$ cat src/logic/pstcc_pkg.sv
// Purpose: Shared constants and carrier types for the pulse timer start and capture control.
// Assumes: One system clock; all control bits arrive as plain ports.
// Notes: Field codes match the software-visible encodings of the control fields.
package pstcc_pkg;

    // Width of the up counter and of the period value.
    localparam int CNT_W = 10;
    // Width of a capture register as software sees it.
    localparam int CAP_REG_W = 16;
    // Value of the counter and of captured data after reset.
    localparam logic [CNT_W-1:0] CNT_RST = 10'h000;
    // Zero fill for the capture bits above the counter width.
    localparam logic [CAP_REG_W-CNT_W-1:0] CAP_PAD = 6'h00;

    // Start source field codes.
    localparam logic [1:0] SRC_CMD_CAP = 2'h0;
    localparam logic [1:0] SRC_CMD_TRIG = 2'h1;
    localparam logic [1:0] SRC_TRIG = 2'h2;

    // Stop mode field codes.
    localparam logic [1:0] STOP_INIT = 2'h0;
    localparam logic [1:0] STOP_HOLD = 2'h1;
    localparam logic [1:0] STOP_ONE = 2'h2;

    // Control bits as software drives them.
    typedef struct packed {
        logic count_run_bit;
        logic run_write;
        logic [1:0] stop_mode_select;
        logic [1:0] start_source_select;
        logic trigger_edge_select;
        logic [CNT_W-1:0] period;
    } pstcc_ctrl_t;

    // One-cycle read strobes for the four capture bytes.
    typedef struct packed {
        logic rise_capture_low;
        logic rise_capture_high;
        logic fall_capture_low;
        logic fall_capture_high;
    } pstcc_rd_t;

    // Status of the block shown to software.
    typedef struct packed {
        logic counting;
        logic waiting;
        logic one_time_done;
        logic cap_locked;
    } pstcc_status_t;

    // Timer states.
    typedef enum logic [1:0] {
        ST_IDLE,
        ST_COUNT,
        ST_WAIT,
        ST_DONE
    } pstcc_state_t;

endpackage : pstcc_pkg

$ cat src/logic/pstcc_pin_sync.sv
// Purpose: Brings the trigger pin into the system clock and finds its edges.
// Assumes: The pin is asynchronous to i_clk_sys.
// Notes: Edges appear two to three cycles after the pin moves.
`timescale 1ns/100ps
module pstcc_pin_sync
(
    input wire logic i_clk_sys,
    input wire logic i_rst_b,
    input wire logic i_pin,
    output logic o_level,
    output logic o_rise,
    output logic o_fall
);
    import pstcc_pkg::*;

    // First stage; only the second stage reads it.
    logic meta_reg;
    // Second stage, the settled level.
    logic sync_reg;
    // Settled level one cycle earlier, for edge finding.
    logic prev_reg;

    // Two-stage synchroniser plus a delay stage.
    always_ff @(posedge i_clk_sys)
    begin
        if (!i_rst_b)
        begin
            meta_reg <= 1'b0;
            sync_reg <= 1'b0;
            prev_reg <= 1'b0;
        end
        else
        begin
            meta_reg <= i_pin;
            sync_reg <= meta_reg;
            prev_reg <= sync_reg;
        end
    end

    // Edges compare settled samples only, never the first stage.
    assign o_level = sync_reg;
    assign o_rise = sync_reg & ~prev_reg;
    assign o_fall = ~sync_reg & prev_reg;

endmodule : pstcc_pin_sync

$ cat src/logic/pstcc_top.sv
// Purpose: Start, stop and capture control of a 10-bit up counter.
// Assumes: Control bits are steady between writes; run_write pulses on a write of 1.
// Notes: Waveform generation lies outside; this block pulses o_outputs_init instead.
// Contract
// Command run write clears counter, starts counting.
// At period, clear; continue or halt per mode.
// Run write before period end restarts counter.
// Start source selects command, command-plus-trigger, trigger.
// Start edge starts; clear level holds counter.
// Clear level at command waits for start edge.
// Trigger-only run write merely arms, no init.
// Rising edge captures A, falling captures B.
// Buffer moves to capture registers at period.
// Last edge in a period wins.
// Software reads A low, A high, B low, B high.
// Capture reads lock; B high read unlocks.
// Software dummy-reads captures in first period.
// Capture only while run bit set.
// After one-time stop, no capture or trigger.
// Edge select 0: fall starts, high clears.
// Edge select 1: rise starts, low clears.
// One-time mode: stop triggers only, immediate stop.
// Run bit clear ignores all triggers.
// Stop mode 00 init, 01 hold, 10 one-time.
// Capture registers are 10 bits, upper zero.
// Pin synchronised; capture takes current counter.
`timescale 1ns/100ps
module pstcc_top
(
    input wire logic i_clk_sys,
    input wire logic i_rst_b,
    input wire pstcc_pkg::pstcc_ctrl_t i_ctrl,
    input wire pstcc_pkg::pstcc_rd_t i_cap_rd,
    input wire logic i_trigger_input_pin,
    output logic [pstcc_pkg::CNT_W-1:0] o_counter,
    output pstcc_pkg::pstcc_status_t o_status,
    output logic o_period_match_irq,
    output logic o_trigger_start_irq,
    output logic o_outputs_init,
    output logic [pstcc_pkg::CAP_REG_W-1:0] o_rise_capture_reg,
    output logic [pstcc_pkg::CAP_REG_W-1:0] o_fall_capture_reg
);
    import pstcc_pkg::*;

    // Synchronised pin level and edges.
    logic pin_lvl;
    logic pin_rise;
    logic pin_fall;
    // Current and next timer state.
    pstcc_state_t state_reg;
    pstcc_state_t state_next;
    // Up counter.
    logic [CNT_W-1:0] cnt_reg;
    // Capture buffers and readable capture registers.
    logic [CNT_W-1:0] buf_a_reg;
    logic [CNT_W-1:0] buf_b_reg;
    logic [CNT_W-1:0] cap_a_reg;
    logic [CNT_W-1:0] cap_b_reg;
    // Read-order interlock.
    logic lock_reg;
    // Registered event pulses.
    logic per_irq_reg;
    logic trg_irq_reg;
    logic init_reg;
    // Decoded control and events.
    logic run;
    logic trig_mode;
    logic one_time;
    logic clr_lvl;
    logic st_edge;
    logic pe;
    logic cap_en;
    logic restart;
    logic trig_start;
    logic init_now;

    // The pin passes a synchroniser before any decision is made.
    pstcc_pin_sync u_sync
    (
        .i_clk_sys(i_clk_sys),
        .i_rst_b(i_rst_b),
        .i_pin(i_trigger_input_pin),
        .o_level(pin_lvl),
        .o_rise(pin_rise),
        .o_fall(pin_fall)
    );

    // Control decode.
    assign run = i_ctrl.count_run_bit;
    assign trig_mode = (i_ctrl.start_source_select == SRC_CMD_TRIG) ||
                       (i_ctrl.start_source_select == SRC_TRIG);
    assign one_time = (i_ctrl.stop_mode_select == STOP_ONE);
    // Edge select 0 clears on high, 1 clears on low.
    assign clr_lvl = pin_lvl ^ i_ctrl.trigger_edge_select;
    // Edge select 0 starts on fall, 1 starts on rise.
    assign st_edge = i_ctrl.trigger_edge_select ? pin_rise : pin_fall;
    // Period end is seen only while counting.
    assign pe = (state_reg == ST_COUNT) && (cnt_reg == i_ctrl.period);
    // Captures only in command-with-capture mode while running.
    assign cap_en = run && (state_reg == ST_COUNT) &&
                    (i_ctrl.start_source_select == SRC_CMD_CAP);

    // Next-state decision. Run bit clear overrides everything, so pin
    // activity while stopped can never start or stop the counter.
    always_comb
    begin
        state_next = state_reg;
        restart = 1'b0;
        trig_start = 1'b0;
        init_now = 1'b0;
        if (!run)
        begin
            // Stopped: triggers ignored; init only for stop mode 00.
            state_next = ST_IDLE;
            init_now = (state_reg != ST_IDLE) &&
                       (i_ctrl.stop_mode_select == STOP_INIT);
        end
        else if (i_ctrl.run_write)
        begin
            if (i_ctrl.start_source_select == SRC_TRIG)
            begin
                // Arms only; outputs are left alone.
                state_next = ST_WAIT;
            end
            else if ((i_ctrl.start_source_select == SRC_CMD_TRIG) && clr_lvl)
            begin
                // Trigger has precedence over the command.
                state_next = ST_WAIT;
                init_now = 1'b1;
            end
            else
            begin
                // Command start or restart from zero.
                state_next = ST_COUNT;
                restart = 1'b1;
                init_now = 1'b1;
            end
        end
        else
        begin
            case (state_reg)
                ST_COUNT:
                begin
                    if (trig_mode && clr_lvl)
                    begin
                        // Stop trigger: clear at once, init outputs.
                        state_next = one_time ? ST_DONE : ST_WAIT;
                        init_now = 1'b1;
                    end
                    else if (pe)
                    begin
                        // One-time mode halts at period end.
                        state_next = one_time ? ST_DONE : ST_COUNT;
                    end
                    else if (trig_mode && st_edge && !one_time)
                    begin
                        // A fresh start edge restarts; one-time ignores it.
                        restart = 1'b1;
                        trig_start = 1'b1;
                        init_now = 1'b1;
                    end
                end
                ST_WAIT:
                begin
                    if (trig_mode && st_edge)
                    begin
                        // Start edge begins counting from zero.
                        state_next = ST_COUNT;
                        restart = 1'b1;
                        trig_start = 1'b1;
                        init_now = 1'b1;
                    end
                end
                ST_DONE:
                begin
                    // Finished one-time run accepts no trigger.
                    state_next = ST_DONE;
                end
                default:
                begin
                    state_next = state_reg;
                end
            endcase
        end
    end

    // State register.
    always_ff @(posedge i_clk_sys)
    begin
        if (!i_rst_b)
            state_reg <= ST_IDLE;
        else
            state_reg <= state_next;
    end

    // Counter: held at zero outside counting, cleared on start and at
    // period end. Clearing on the start cycle means the first count
    // after a start is always zero, whatever value was left behind.
    always_ff @(posedge i_clk_sys)
    begin
        if (!i_rst_b)
            cnt_reg <= CNT_RST;
        else if ((state_next != ST_COUNT) || restart || pe)
            cnt_reg <= CNT_RST;
        else
            cnt_reg <= cnt_reg + 10'h001;
    end

    // Event pulses, one cycle each.
    always_ff @(posedge i_clk_sys)
    begin
        if (!i_rst_b)
        begin
            per_irq_reg <= 1'b0;
            trg_irq_reg <= 1'b0;
            init_reg <= 1'b0;
        end
        else
        begin
            per_irq_reg <= pe;
            trg_irq_reg <= trig_start;
            init_reg <= init_now;
        end
    end

    // Capture buffers take the counter on the detect cycle; a later edge
    // of the same kind simply overwrites, so the last one wins.
    always_ff @(posedge i_clk_sys)
    begin
        if (!i_rst_b)
        begin
            buf_a_reg <= CNT_RST;
            buf_b_reg <= CNT_RST;
        end
        else if (cap_en)
        begin
            if (pin_rise)
                buf_a_reg <= cnt_reg;
            if (pin_fall)
                buf_b_reg <= cnt_reg;
        end
    end

    // Transfer at period end unless software is mid-read. Without an
    // edge the old buffer is moved again, which repeats the old value.
    always_ff @(posedge i_clk_sys)
    begin
        if (!i_rst_b)
        begin
            cap_a_reg <= CNT_RST;
            cap_b_reg <= CNT_RST;
        end
        else if (cap_en && pe && !lock_reg)
        begin
            cap_a_reg <= buf_a_reg;
            cap_b_reg <= buf_b_reg;
        end
    end

    // Interlock: any read but the last byte locks; the last byte frees.
    // Software must still read in order and dummy-read after a start.
    always_ff @(posedge i_clk_sys)
    begin
        if (!i_rst_b)
            lock_reg <= 1'b0;
        else if (i_cap_rd.fall_capture_high)
            lock_reg <= 1'b0;
        else if (i_cap_rd.rise_capture_low || i_cap_rd.rise_capture_high ||
                 i_cap_rd.fall_capture_low)
            lock_reg <= 1'b1;
    end

    // Outputs.
    assign o_counter = cnt_reg;
    assign o_status = {(state_reg == ST_COUNT),
                       (state_reg == ST_WAIT),
                       (state_reg == ST_DONE),
                       lock_reg};
    assign o_period_match_irq = per_irq_reg;
    assign o_trigger_start_irq = trg_irq_reg;
    assign o_outputs_init = init_reg;
    // Upper capture bits always read as zero.
    assign o_rise_capture_reg = {CAP_PAD, cap_a_reg};
    assign o_fall_capture_reg = {CAP_PAD, cap_b_reg};
endmodule : pstcc_top

$ cat config.mk
export PLATFORM = sky130hd
export DESIGN_NAME = pstcc_top
export DESIGN_NICKNAME = d
export VERILOG_FILES = /design/src/logic/pstcc_pkg.sv /design/src/logic/pstcc_pin_sync.sv /design/src/logic/pstcc_top.sv
export SDC_FILE = /design/constraint.sdc
export NUM_CORES = 1
export LEC_CHECK = 0
export ABC_AREA = 1
export BUFFER_PORTS_ARGS = -buffer_cell sky130_fd_sc_hd__buf_2
export CORE_ASPECT_RATIO = 0.75
export CORE_MARGIN = 1.5
export CORE_UTILIZATION = 55
export CTS_BUF_LIST = sky130_fd_sc_hd__clkbuf_8 sky130_fd_sc_hd__clkbuf_16
export CTS_CLUSTER_DIAMETER = 150
export DETAILED_ROUTE_END_ITERATION = 8
export GPL_TIMING_DRIVEN = 0
export PLACE_DENSITY = 0.87
export SETUP_SLACK_MARGIN = 0.15
export SLEW_MARGIN = 25
export SYNTH_ARGS = -nofsm -noshare
export SYNTH_HDL_FRONTEND = slang
export SYNTH_HIERARCHICAL = 1
export SYNTH_SLANG_ARGS = --single-unit
$ cat constraint.sdc
create_clock -name i_clk_sys -period 3 [get_ports i_clk_sys]
set_input_delay 0.45 -clock i_clk_sys [delete_from_list [all_inputs] [get_ports i_clk_sys]]
set_output_delay 0.45 -clock i_clk_sys [all_outputs]
set_load 0.01 [all_outputs]
# Word level (Yosys, flattened, before mapping)
# Index checks and enable logic that the tools add are counted.
[totals] ff_bits=59 word_cells=79 input_bits=24 out_inout_bits=49
[op_classes] add_sub_neg=1 reduce_logical=25 n_bitwise=7 n_mux=25 n_eq_ne=8
[ops] cell="two-way mux 2 bit" count=8
[ops] cell="two-way mux 1 bit" count=14
[ops] cell="adder 10 x 1 -> 10 bit (second input constant)" count=1
[ops] cell="equality test 10 bit" count=1
[ops] cell="logical AND 1 bit" count=10
[ops] cell="equality test 2 bit (second input constant)" count=4
[ops] cell="case mux 2 bit (3 select lines)" count=1
[ops] cell="logical OR 1 bit" count=5
[ops] cell="equality test 2 x 1 -> 1 bit (second input constant)" count=2
[ops] cell="logical NOT 2 bit" count=2
[ops] cell="inverter 1 bit" count=4
[ops] cell="case mux 1 bit (2 select lines)" count=2
[ops] cell="AND reduction 2 bit" count=2
[ops] cell="OR reduction 2 bit" count=2
[ops] cell="OR reduction 3 bit" count=1
[ops] cell="AND 1 bit" count=2
[ops] cell="logical NOT 1 bit" count=2
[ops] cell="inequality test 2 x 1 -> 1 bit (second input constant)" count=1
[ops] cell="nonzero test 2 bit" count=1
[ops] cell="XOR 1 bit" count=1

# Logic depth before layout (Yosys ltp)
# Gate-level depths: netlist (run 1).
[depth] depth_word=14 ltp_mapped=16 depth_no_buf=16

# Cells and area by module
# The synthesis (run 1) kept the hierarchy.
[modules_own_cells] mod="pstcc_top" seq_area_each_um2=1121.1 area_per_inst_um2=2712.6 instances=1 cells_per_inst=362
[modules_own_cells] mod="pstcc_pin_sync" seq_area_each_um2=60.1 area_per_inst_um2=100.1 instances=1 cells_per_inst=13

# Least setup slack after synthesis (run 1)
# OpenSTA, ideal clock, no wires.
[synth_path] path_type="register -> register" start="register state_reg[1]" end="register cnt_reg[0], in the netlist o_counter[0]" arrival_time_ns=1.805 required_time_ns=2.937 path_buffers=0 synth_period_minus_slack_ns=1.868 setup_ns=0.063 path_slack_ns=1.132 stages_incl_launch_ff=17 cell_sequence="dfxtp_1 > inv_1 > ha_1 > inv_2 > a21oi_2 > nand3_2 > nor2_2 > nand2_2 > nand2_1 > nand2_1 > nand2_1 > nand2_1 > nand2_1 > nand2_2 > nor2_4 > nand2_4 > nor2_2"
[synth_lines] element="start, declared" line_no="pstcc_top.sv:50" source="pstcc_state_t state_reg;"
[synth_lines] element="start signal, assigned" line_no="pstcc_top.sv:193" source="state_reg <= state_next;"
[synth_lines] element="end signal, assigned" line_no="pstcc_top.sv:206" source="cnt_reg <= cnt_reg + 10'h001;"
[synth_lines] element="end, declared" line_no="pstcc_top.sv:53" source="logic [CNT_W-1:0] cnt_reg;"

# Worst setup path in the final report (run 1)
[layout_path] start="register state_reg[1]" end="register cap_a_reg[8]"
[layout_between] elab_chain_len=5 elab_cells_between_ends=6 classes_between="eq/ne: 1; reduce/logical: 5"
[layout_lines] element="equality test 2 x 1 -> 1 bit (*)" line_no="pstcc_top.sv:98, pstcc_top.sv:100"
[layout_lines] element="logical AND 1 bit (2 in series)" line_no="pstcc_top.sv:100" source="assign cap_en = run && (state_reg == ST_COUNT) &&"
[layout_lines] element="logical AND 1 bit (*) (2 in series)" line_no="pstcc_top.sv:253" source="else if (cap_en && pe && !lock_reg)"
[layout_lines] element="end signal, assigned" line_no="pstcc_top.sv:255" source="cap_a_reg <= buf_a_reg;"
[layout_lines] element="end, declared" line_no="pstcc_top.sv:57" source="logic [CNT_W-1:0] cap_a_reg;"
# Every way passes the cells marked *; elsewhere a longest branch is shown, timed or not.
# A chain may end at the register's enable or synchronous reset.

==> results of run 1 <==
-- cells by family (layout without fill, tap and decap cells) --
| family | count (synthesis) | in the layout | synth area share |
|---|---|---|---|
| other | 1 | 12 | 0.00133 |
| AND/OR/NAND/NOR | 115 | 115 | 0.202 |
| buffers and inverters | 89 | 165 | 0.138 |
| AO/OA/AOI/OAI | 91 | 91 | 0.164 |
| XOR/XNOR | 11 | 11 | 0.0343 |
| flip-flops | 59 | 59 | 0.420 |
| adder cells (fa/ha/maj) | 9 | 9 | 0.0400 |
-- cell usage after synthesis, types with 8 or more instances --
| cell type | count |
|---|---|
| buf_4 | 13 |
| dfxtp_1 | 59 |
| ha_1 | 9 |
| clkbuf_1 | 8 |
| o21ai_0 | 43 |
| nor3_1 | 8 |
| nand3_1 | 8 |
| nor2_1 | 20 |
| nor2_2 | 13 |
| inv_1 | 59 |
| nand2_1 | 44 |
| a21oi_1 | 45 |
-- per-stage QoR --
stage           util  cell area (um^2)
2_1_floorplan      -              2850
3_3_place_gp   0.659              3230
3_5_place_dp   0.659              3230
4_1_cts        0.709              3470
5_1_grt        0.709              3470
6_report       0.709              3470
-- worst min-delay path by stage --
stage / startpoint / to / slack [ns] / cells after the start
floorplan: u_sync/meta_reg$_SDFF_PN0_ / u_sync/o_level$_SDFF_PN0_ / 0.39 / 2
global placement: u_sync/meta_reg$_SDFF_PN0_ / u_sync/o_level$_SDFF_PN0_ / 0.41 / 2
detailed placement: u_sync/meta_reg$_SDFF_PN0_ / u_sync/o_level$_SDFF_PN0_ / 0.41 / 2
CTS: i_cap_rd[0] / lock_reg$_SDFFE_PP0P_ / 0.25 / 2
global route: i_cap_rd[0] / lock_reg$_SDFFE_PP0P_ / 0.24 / 2
finish: i_cap_rd[0] / lock_reg$_SDFFE_PP0P_ / 0.26 / 2
-- per-layer routing --
layer | part of all wire | vias up
li1 | - | 1332
met4 | 0.0096 | 0
met1 | 0.49 | 1205
met2 | 0.42 | 120
met3 | 0.081 | 7
met5 | 0 | -
-- worst max-delay path: cells and delay by family (launching register included) --
kind	cells	cell delay, ns
AO/OA/AOI/OAI	3	0.41
adder cells (fa/ha/maj)	1	0.36
buffers and inverters	3	0.47
flip-flops	1	0.34
AND/OR/NAND/NOR	4	0.60
-- power by group through the flow --
stage	clock (mW)	combinational, mW	sequential (mW)
floorplan	0	0.0885	0.811
global placement	0	0.126	0.811
detailed placement	0	0.129	0.811
CTS	0.885	0.130	0.794
global route	0.930	0.148	0.794
finish	0.881	0.133	0.794
-- area by class of cell --
class,count,share of cell area
buffer,25,0.0425
clock buffer,10,0.0396
clock inverter,6,0.0303
inverter,64,0.0692
multi-input combinational,238,0.370
sequential,59,0.340
tap,60,0.0216
timing repair buffer,60,0.0865
==> results.yml, run 1 <==
power:
  seqPwrFrac: 0.439
  power.switching_mw: 0.397
  design_power_total_mw: 1.81
  peakVddDrop_v: 0.000289
  p_comb_frac: 0.074
  leakagePower_nw: 1.65
  internal_power_mw: 1.41
  p_sw_frac: 0.220
  pwr-share-clk: 0.487
  power_density_mw_per_mm2: 521
logic_synthesis:
  synthArstFlopShare: 0
  netlist_area_mm2: 0.00281
  yosysTopAreaCellShare: 0.420
  ys_warn_count: 6
  netlist_instances: 375
  synthFlopType: "dfxtp_1"
  synth_cell_type_count: 31
  synth-seq-area-share: 0.420
  yosys_register_bits: 59
  syn_area_per_cell_um2: 7.50
  synth_edf_count: 0
  yosysTopAreaCell: "dfxtp_1"
  synthTopCellsByArea: "dfxtp_1, a21oi_1, inv_1, o21ai_0, nand2_1"
layout:
  finalNetCount: 490
  layout_commonest_cell: "buf_2"
  mostFrequentLayoutCells: "buf_2, inv_1, dfxtp_1"
  fillerInstances: 422
  layout-drive-gt1-share: 0.266
  areaGrowthSynthToFinish_pct: 23.4
  final_cell_count_no_fill: 522
  n_antenna_cell: 0
  multi_input_area_mm2: 0.00128
  regArea_mm2: 0.00118
clock_tree:
  cts_hold_buf: 0
  cts_buffer_depth: 2
  numCtsBuffers: 9
  clk_pin_slew_ns: 0.07
  ctsResizeCount: 0
  tritoncts: "done"
  cts-root-buf: "clkbuf_8"
  post_cts.repair.setup_buffers: 0
  clkLatencyLatePin_ns: 0.35
  htreeDepth: 3
  clock_sinks: 59
floorplanning:
  dieArea_mm2: 0.00556
  start_util: 0.574
  boundaryPins: 73
  die_y_um: 64.9
  coreArea_mm2: 0.00490
  dieWidth_um: 85.6
  rows: 22
sta:
  drv_slew: 0
  fmax_mhz: 442
  worst_slack_ns: 0.739
  finClkSkew_ns: 0.00702
  grt_setup_unrepaired: "false"
  period_needed_ns: 2.26
  tns_ns: 0
  hold-worst-slack_ns: 0.256
  setup_viol: 0
  hold_violations: 0
  post-route-period-util: 0.754
run_status:
  violations: "design-rule violations"
  status: "complete, but fails checks"
drt:
  ant_nets: 0
  firstDrtPassIters: 7
  initialDrtViolationCount: 232
  via_count: 2664
  routedWlPerCell_um: 12.8
  wirelength_um: 6660
  via_per_inst: 5.10
  drc: 6
placed_design:
  place_inst: 506
  pre_cts_ws_ns: 0.777
  hpwl_um: 5000
  finalWeightedCongestion: 0.857
  io_buffers: 60
setup_path:
  path_class: "reg -> reg"
  critPathRequiredTime_ns: 3.27
  crit_chain: "inv_1 -> ha_1 -> inv_2 -> a21oi_2 -> nand3_2 -> nor2_2 -> nand2_2 -> nor3_1 -> buf_2 -> o21ai_0 -> a21oi_1"
  crit_start: "state_reg[1]$_SDFF_PN0_"
  crit_arrival_ns: 2.53
  crit_path_end_kind: "flip-flop"
  crit_slowest_cell: "ha_1"
  critical_path_peak_fanout: 10
  r2r_slack_ns: 0.74
  slowest_delay_ns: 0.36
  cp-start-kind: "flip-flop"
  r2r_start: "state_reg[1]$_SDFF_PN0_"
  reg2regPathDepth: 11
  r2r-end: "cap_a_reg[8]$_SDFFE_PN0P_"
  crit_end: "cap_a_reg[8]$_SDFFE_PN0P_"
grt:
  overflow: 0
  grt_pass1_wl_um: 10700
  grt_max_degree: 11
  grt_usage: 0.253
  grt.met2_usage: 0.372
  busiest_layer: "met2"
  grt_use_met3: 0.0904
  grt_pass1_vias: 2342
  grtUsageMet1: 0.352
  grt_antenna_before_repair: 0
run:
  drv_cap: 0
worst_hold_path:
  hold_path.class: "in -> reg"
No activity file was read; power rests on OpenSTA's default activity.
==> run 2, diff against run 1 <==
- CORE_UTILIZATION: 55 -> 47
- PLACE_DENSITY: 0.87 -> 0.79
- clock period: 3 -> 1.9 ns (I/O delays scaled with it)
==> results.yml, run 2 (synthesized netlist as in run 1, its figures left out) <==
grt:
  grt_max_degree: 11
  grt_pass1_vias: 2597
  grt_antenna_before_repair: 0
  grt_pass1_wl_um: 12000
  overflow: 0
  grt_usage: 0.239
drt:
  ant_nets: 0
  wirelength_um: 7840
  routedWlPerCell_um: 13.9
  firstDrtPassIters: 5
  via_count: 2870
  drc: 0
  initialDrtViolationCount: 246
  via_per_inst: 5.11
floorplanning:
  die_y_um: 70.0
  dieWidth_um: 92.3
  coreArea_mm2: 0.00580
  start_util: 0.485
  dieArea_mm2: 0.00646
  boundaryPins: 73
  rows: 24
placed_design:
  dpl_cell_area_mm2: 0.00326
  io_buffers: 60
  finalWeightedCongestion: 0.882
  hpwl_um: 5050
layout:
  layout-drive-gt1-share: 0.415
  mostFrequentLayoutCells: "buf_2, inv_1, dfxtp_1"
  utilization: 0.671
  regArea_mm2: 0.00120
  multi_input_area_mm2: 0.00150
  finalNetCount: 512
  n_antenna_cell: 0
  fillerInstances: 452
  finish.instance_area_mm2: 0.00389
  layout_commonest_cell: "buf_2"
  areaGrowthSynthToFinish_pct: 38.2
sta:
  drv_slew: 0
  fmax_mhz: 547
  setup_viol: 0
  period_needed_ns: 1.83
  finClkSkew_ns: 0.00833
  grt_setup_unrepaired: "true"
  hold_violations: 0
  post-route-period-util: 0.962
power:
  power_density_mw_per_mm2: 691
  peakVddDrop_v: 0.000577
  p_comb_frac: 0.094
  leakagePower_nw: 1.79
  p_sw_frac: 0.250
  seqPwrFrac: 0.467
  power.switching_mw: 0.670
  internal_power_mw: 2.01
  pwr-share-clk: 0.439
setup_path:
  crit_path_end_kind: "flip-flop"
  path_class: "reg -> reg"
  critical_path_peak_fanout: 5
  critPathRequiredTime_ns: 2.17
  cp-start-kind: "flip-flop"
  crit_arrival_ns: 2.10
clock_tree:
  clk_pin_slew_ns: 0.07
  clkLatencyLatePin_ns: 0.34
  numCtsBuffers: 9
  tritoncts: "done"
  htreeDepth: 3
  cts-root-buf: "clkbuf_8"
  cts_buffer_depth: 2
  clock_sinks: 59
worst_hold_path:
  hold_path.class: "in -> reg"
run:
  drv_cap: 0
run_status:
  status: "complete, no violations"
## run 2: metrics by stage
stage,TNS [ns],hold WS (ns),std cells,worst slack [ns],power [mW]
3_5_place_dp,-2.98,0.408,524,-0.179,1.49
4_1_cts,0,0.0906,557,0.122,2.66
3_3_place_gp,-1.74,0.402,524,-0.122,1.48
6_report,0,0.115,562,0.0714,2.68
2_1_floorplan,0,0.362,386,0.205,1.42
5_1_grt,-0.469,0.111,562,-0.0651,2.78
## run 2: cell type report
class / count / area share
clock inverter: 5 / 0.0135
sequential: 59 / 0.309
tap: 78 / 0.0251
timing repair buffer: 81 / 0.122
clock buffer: 11 / 0.0390
inverter: 64 / 0.0631
multi-input combinational: 239 / 0.385
buffer: 25 / 0.0438
## run 2: path summary, 6_finish.rpt
kind	end	slack, ns	cells after the start	from
max reg2reg	o_counter[3]$_SDFF_PP0_	0.07	14	u_sync/prev_reg$_SDFF_PN0_
max	o_counter[3]$_SDFF_PP0_	0.07	14	u_sync/prev_reg$_SDFF_PN0_
min	lock_reg$_SDFFE_PP0P_	0.12	2	i_cap_rd[0]
min reg2reg	u_sync/o_level$_SDFF_PN0_	0.42	2	u_sync/meta_reg$_SDFF_PN0_
## run 2: timing repair
item | 4_1_cts | 5_1_grt
hold endpoints to repair | 0 | 0
hold buffers | 0 | 0
cloned | 3 | 0
gates resized for setup | 37 | 47
setup buffers | 14 | 5
pin swaps | 8 | 10
setup endpoints to repair | 31 | 52
## run 2: power by group through the flow
stage	clock network (mW)	logic, mW	registers (mW)
after global placement	0	0.202	1.28
final	1.18	0.252	1.25
after detailed placement	0	0.206	1.28
after global routing	1.25	0.274	1.25
after CTS	1.18	0.225	1.25
after floorplan	0	0.142	1.28
## run 2: routing by layer
metal  vias up  wire (um)  global-route usage
met2       139       3660               0.373
met4         0        196              0.0650
li1       1368          -                   -
met5         -          0                   0
met3        28        595              0.0806
met1      1335       3390               0.315
## run 2: worst max-delay path, cell delays in order (launching register included)
cell	delay (ns)
dfxtp_1	0.35
inv_1	0.06
nor2_2	0.10
nor2_1	0.08
nor3_2	0.26
nand2_1	0.12
o211ai_1	0.10
inv_1	0.07
nand2_1	0.07
nand2_1	0.05
nand2_1	0.06
nand2_2	0.08
nor2_4	0.20
nand2_8	0.10
nor2_4	0.08
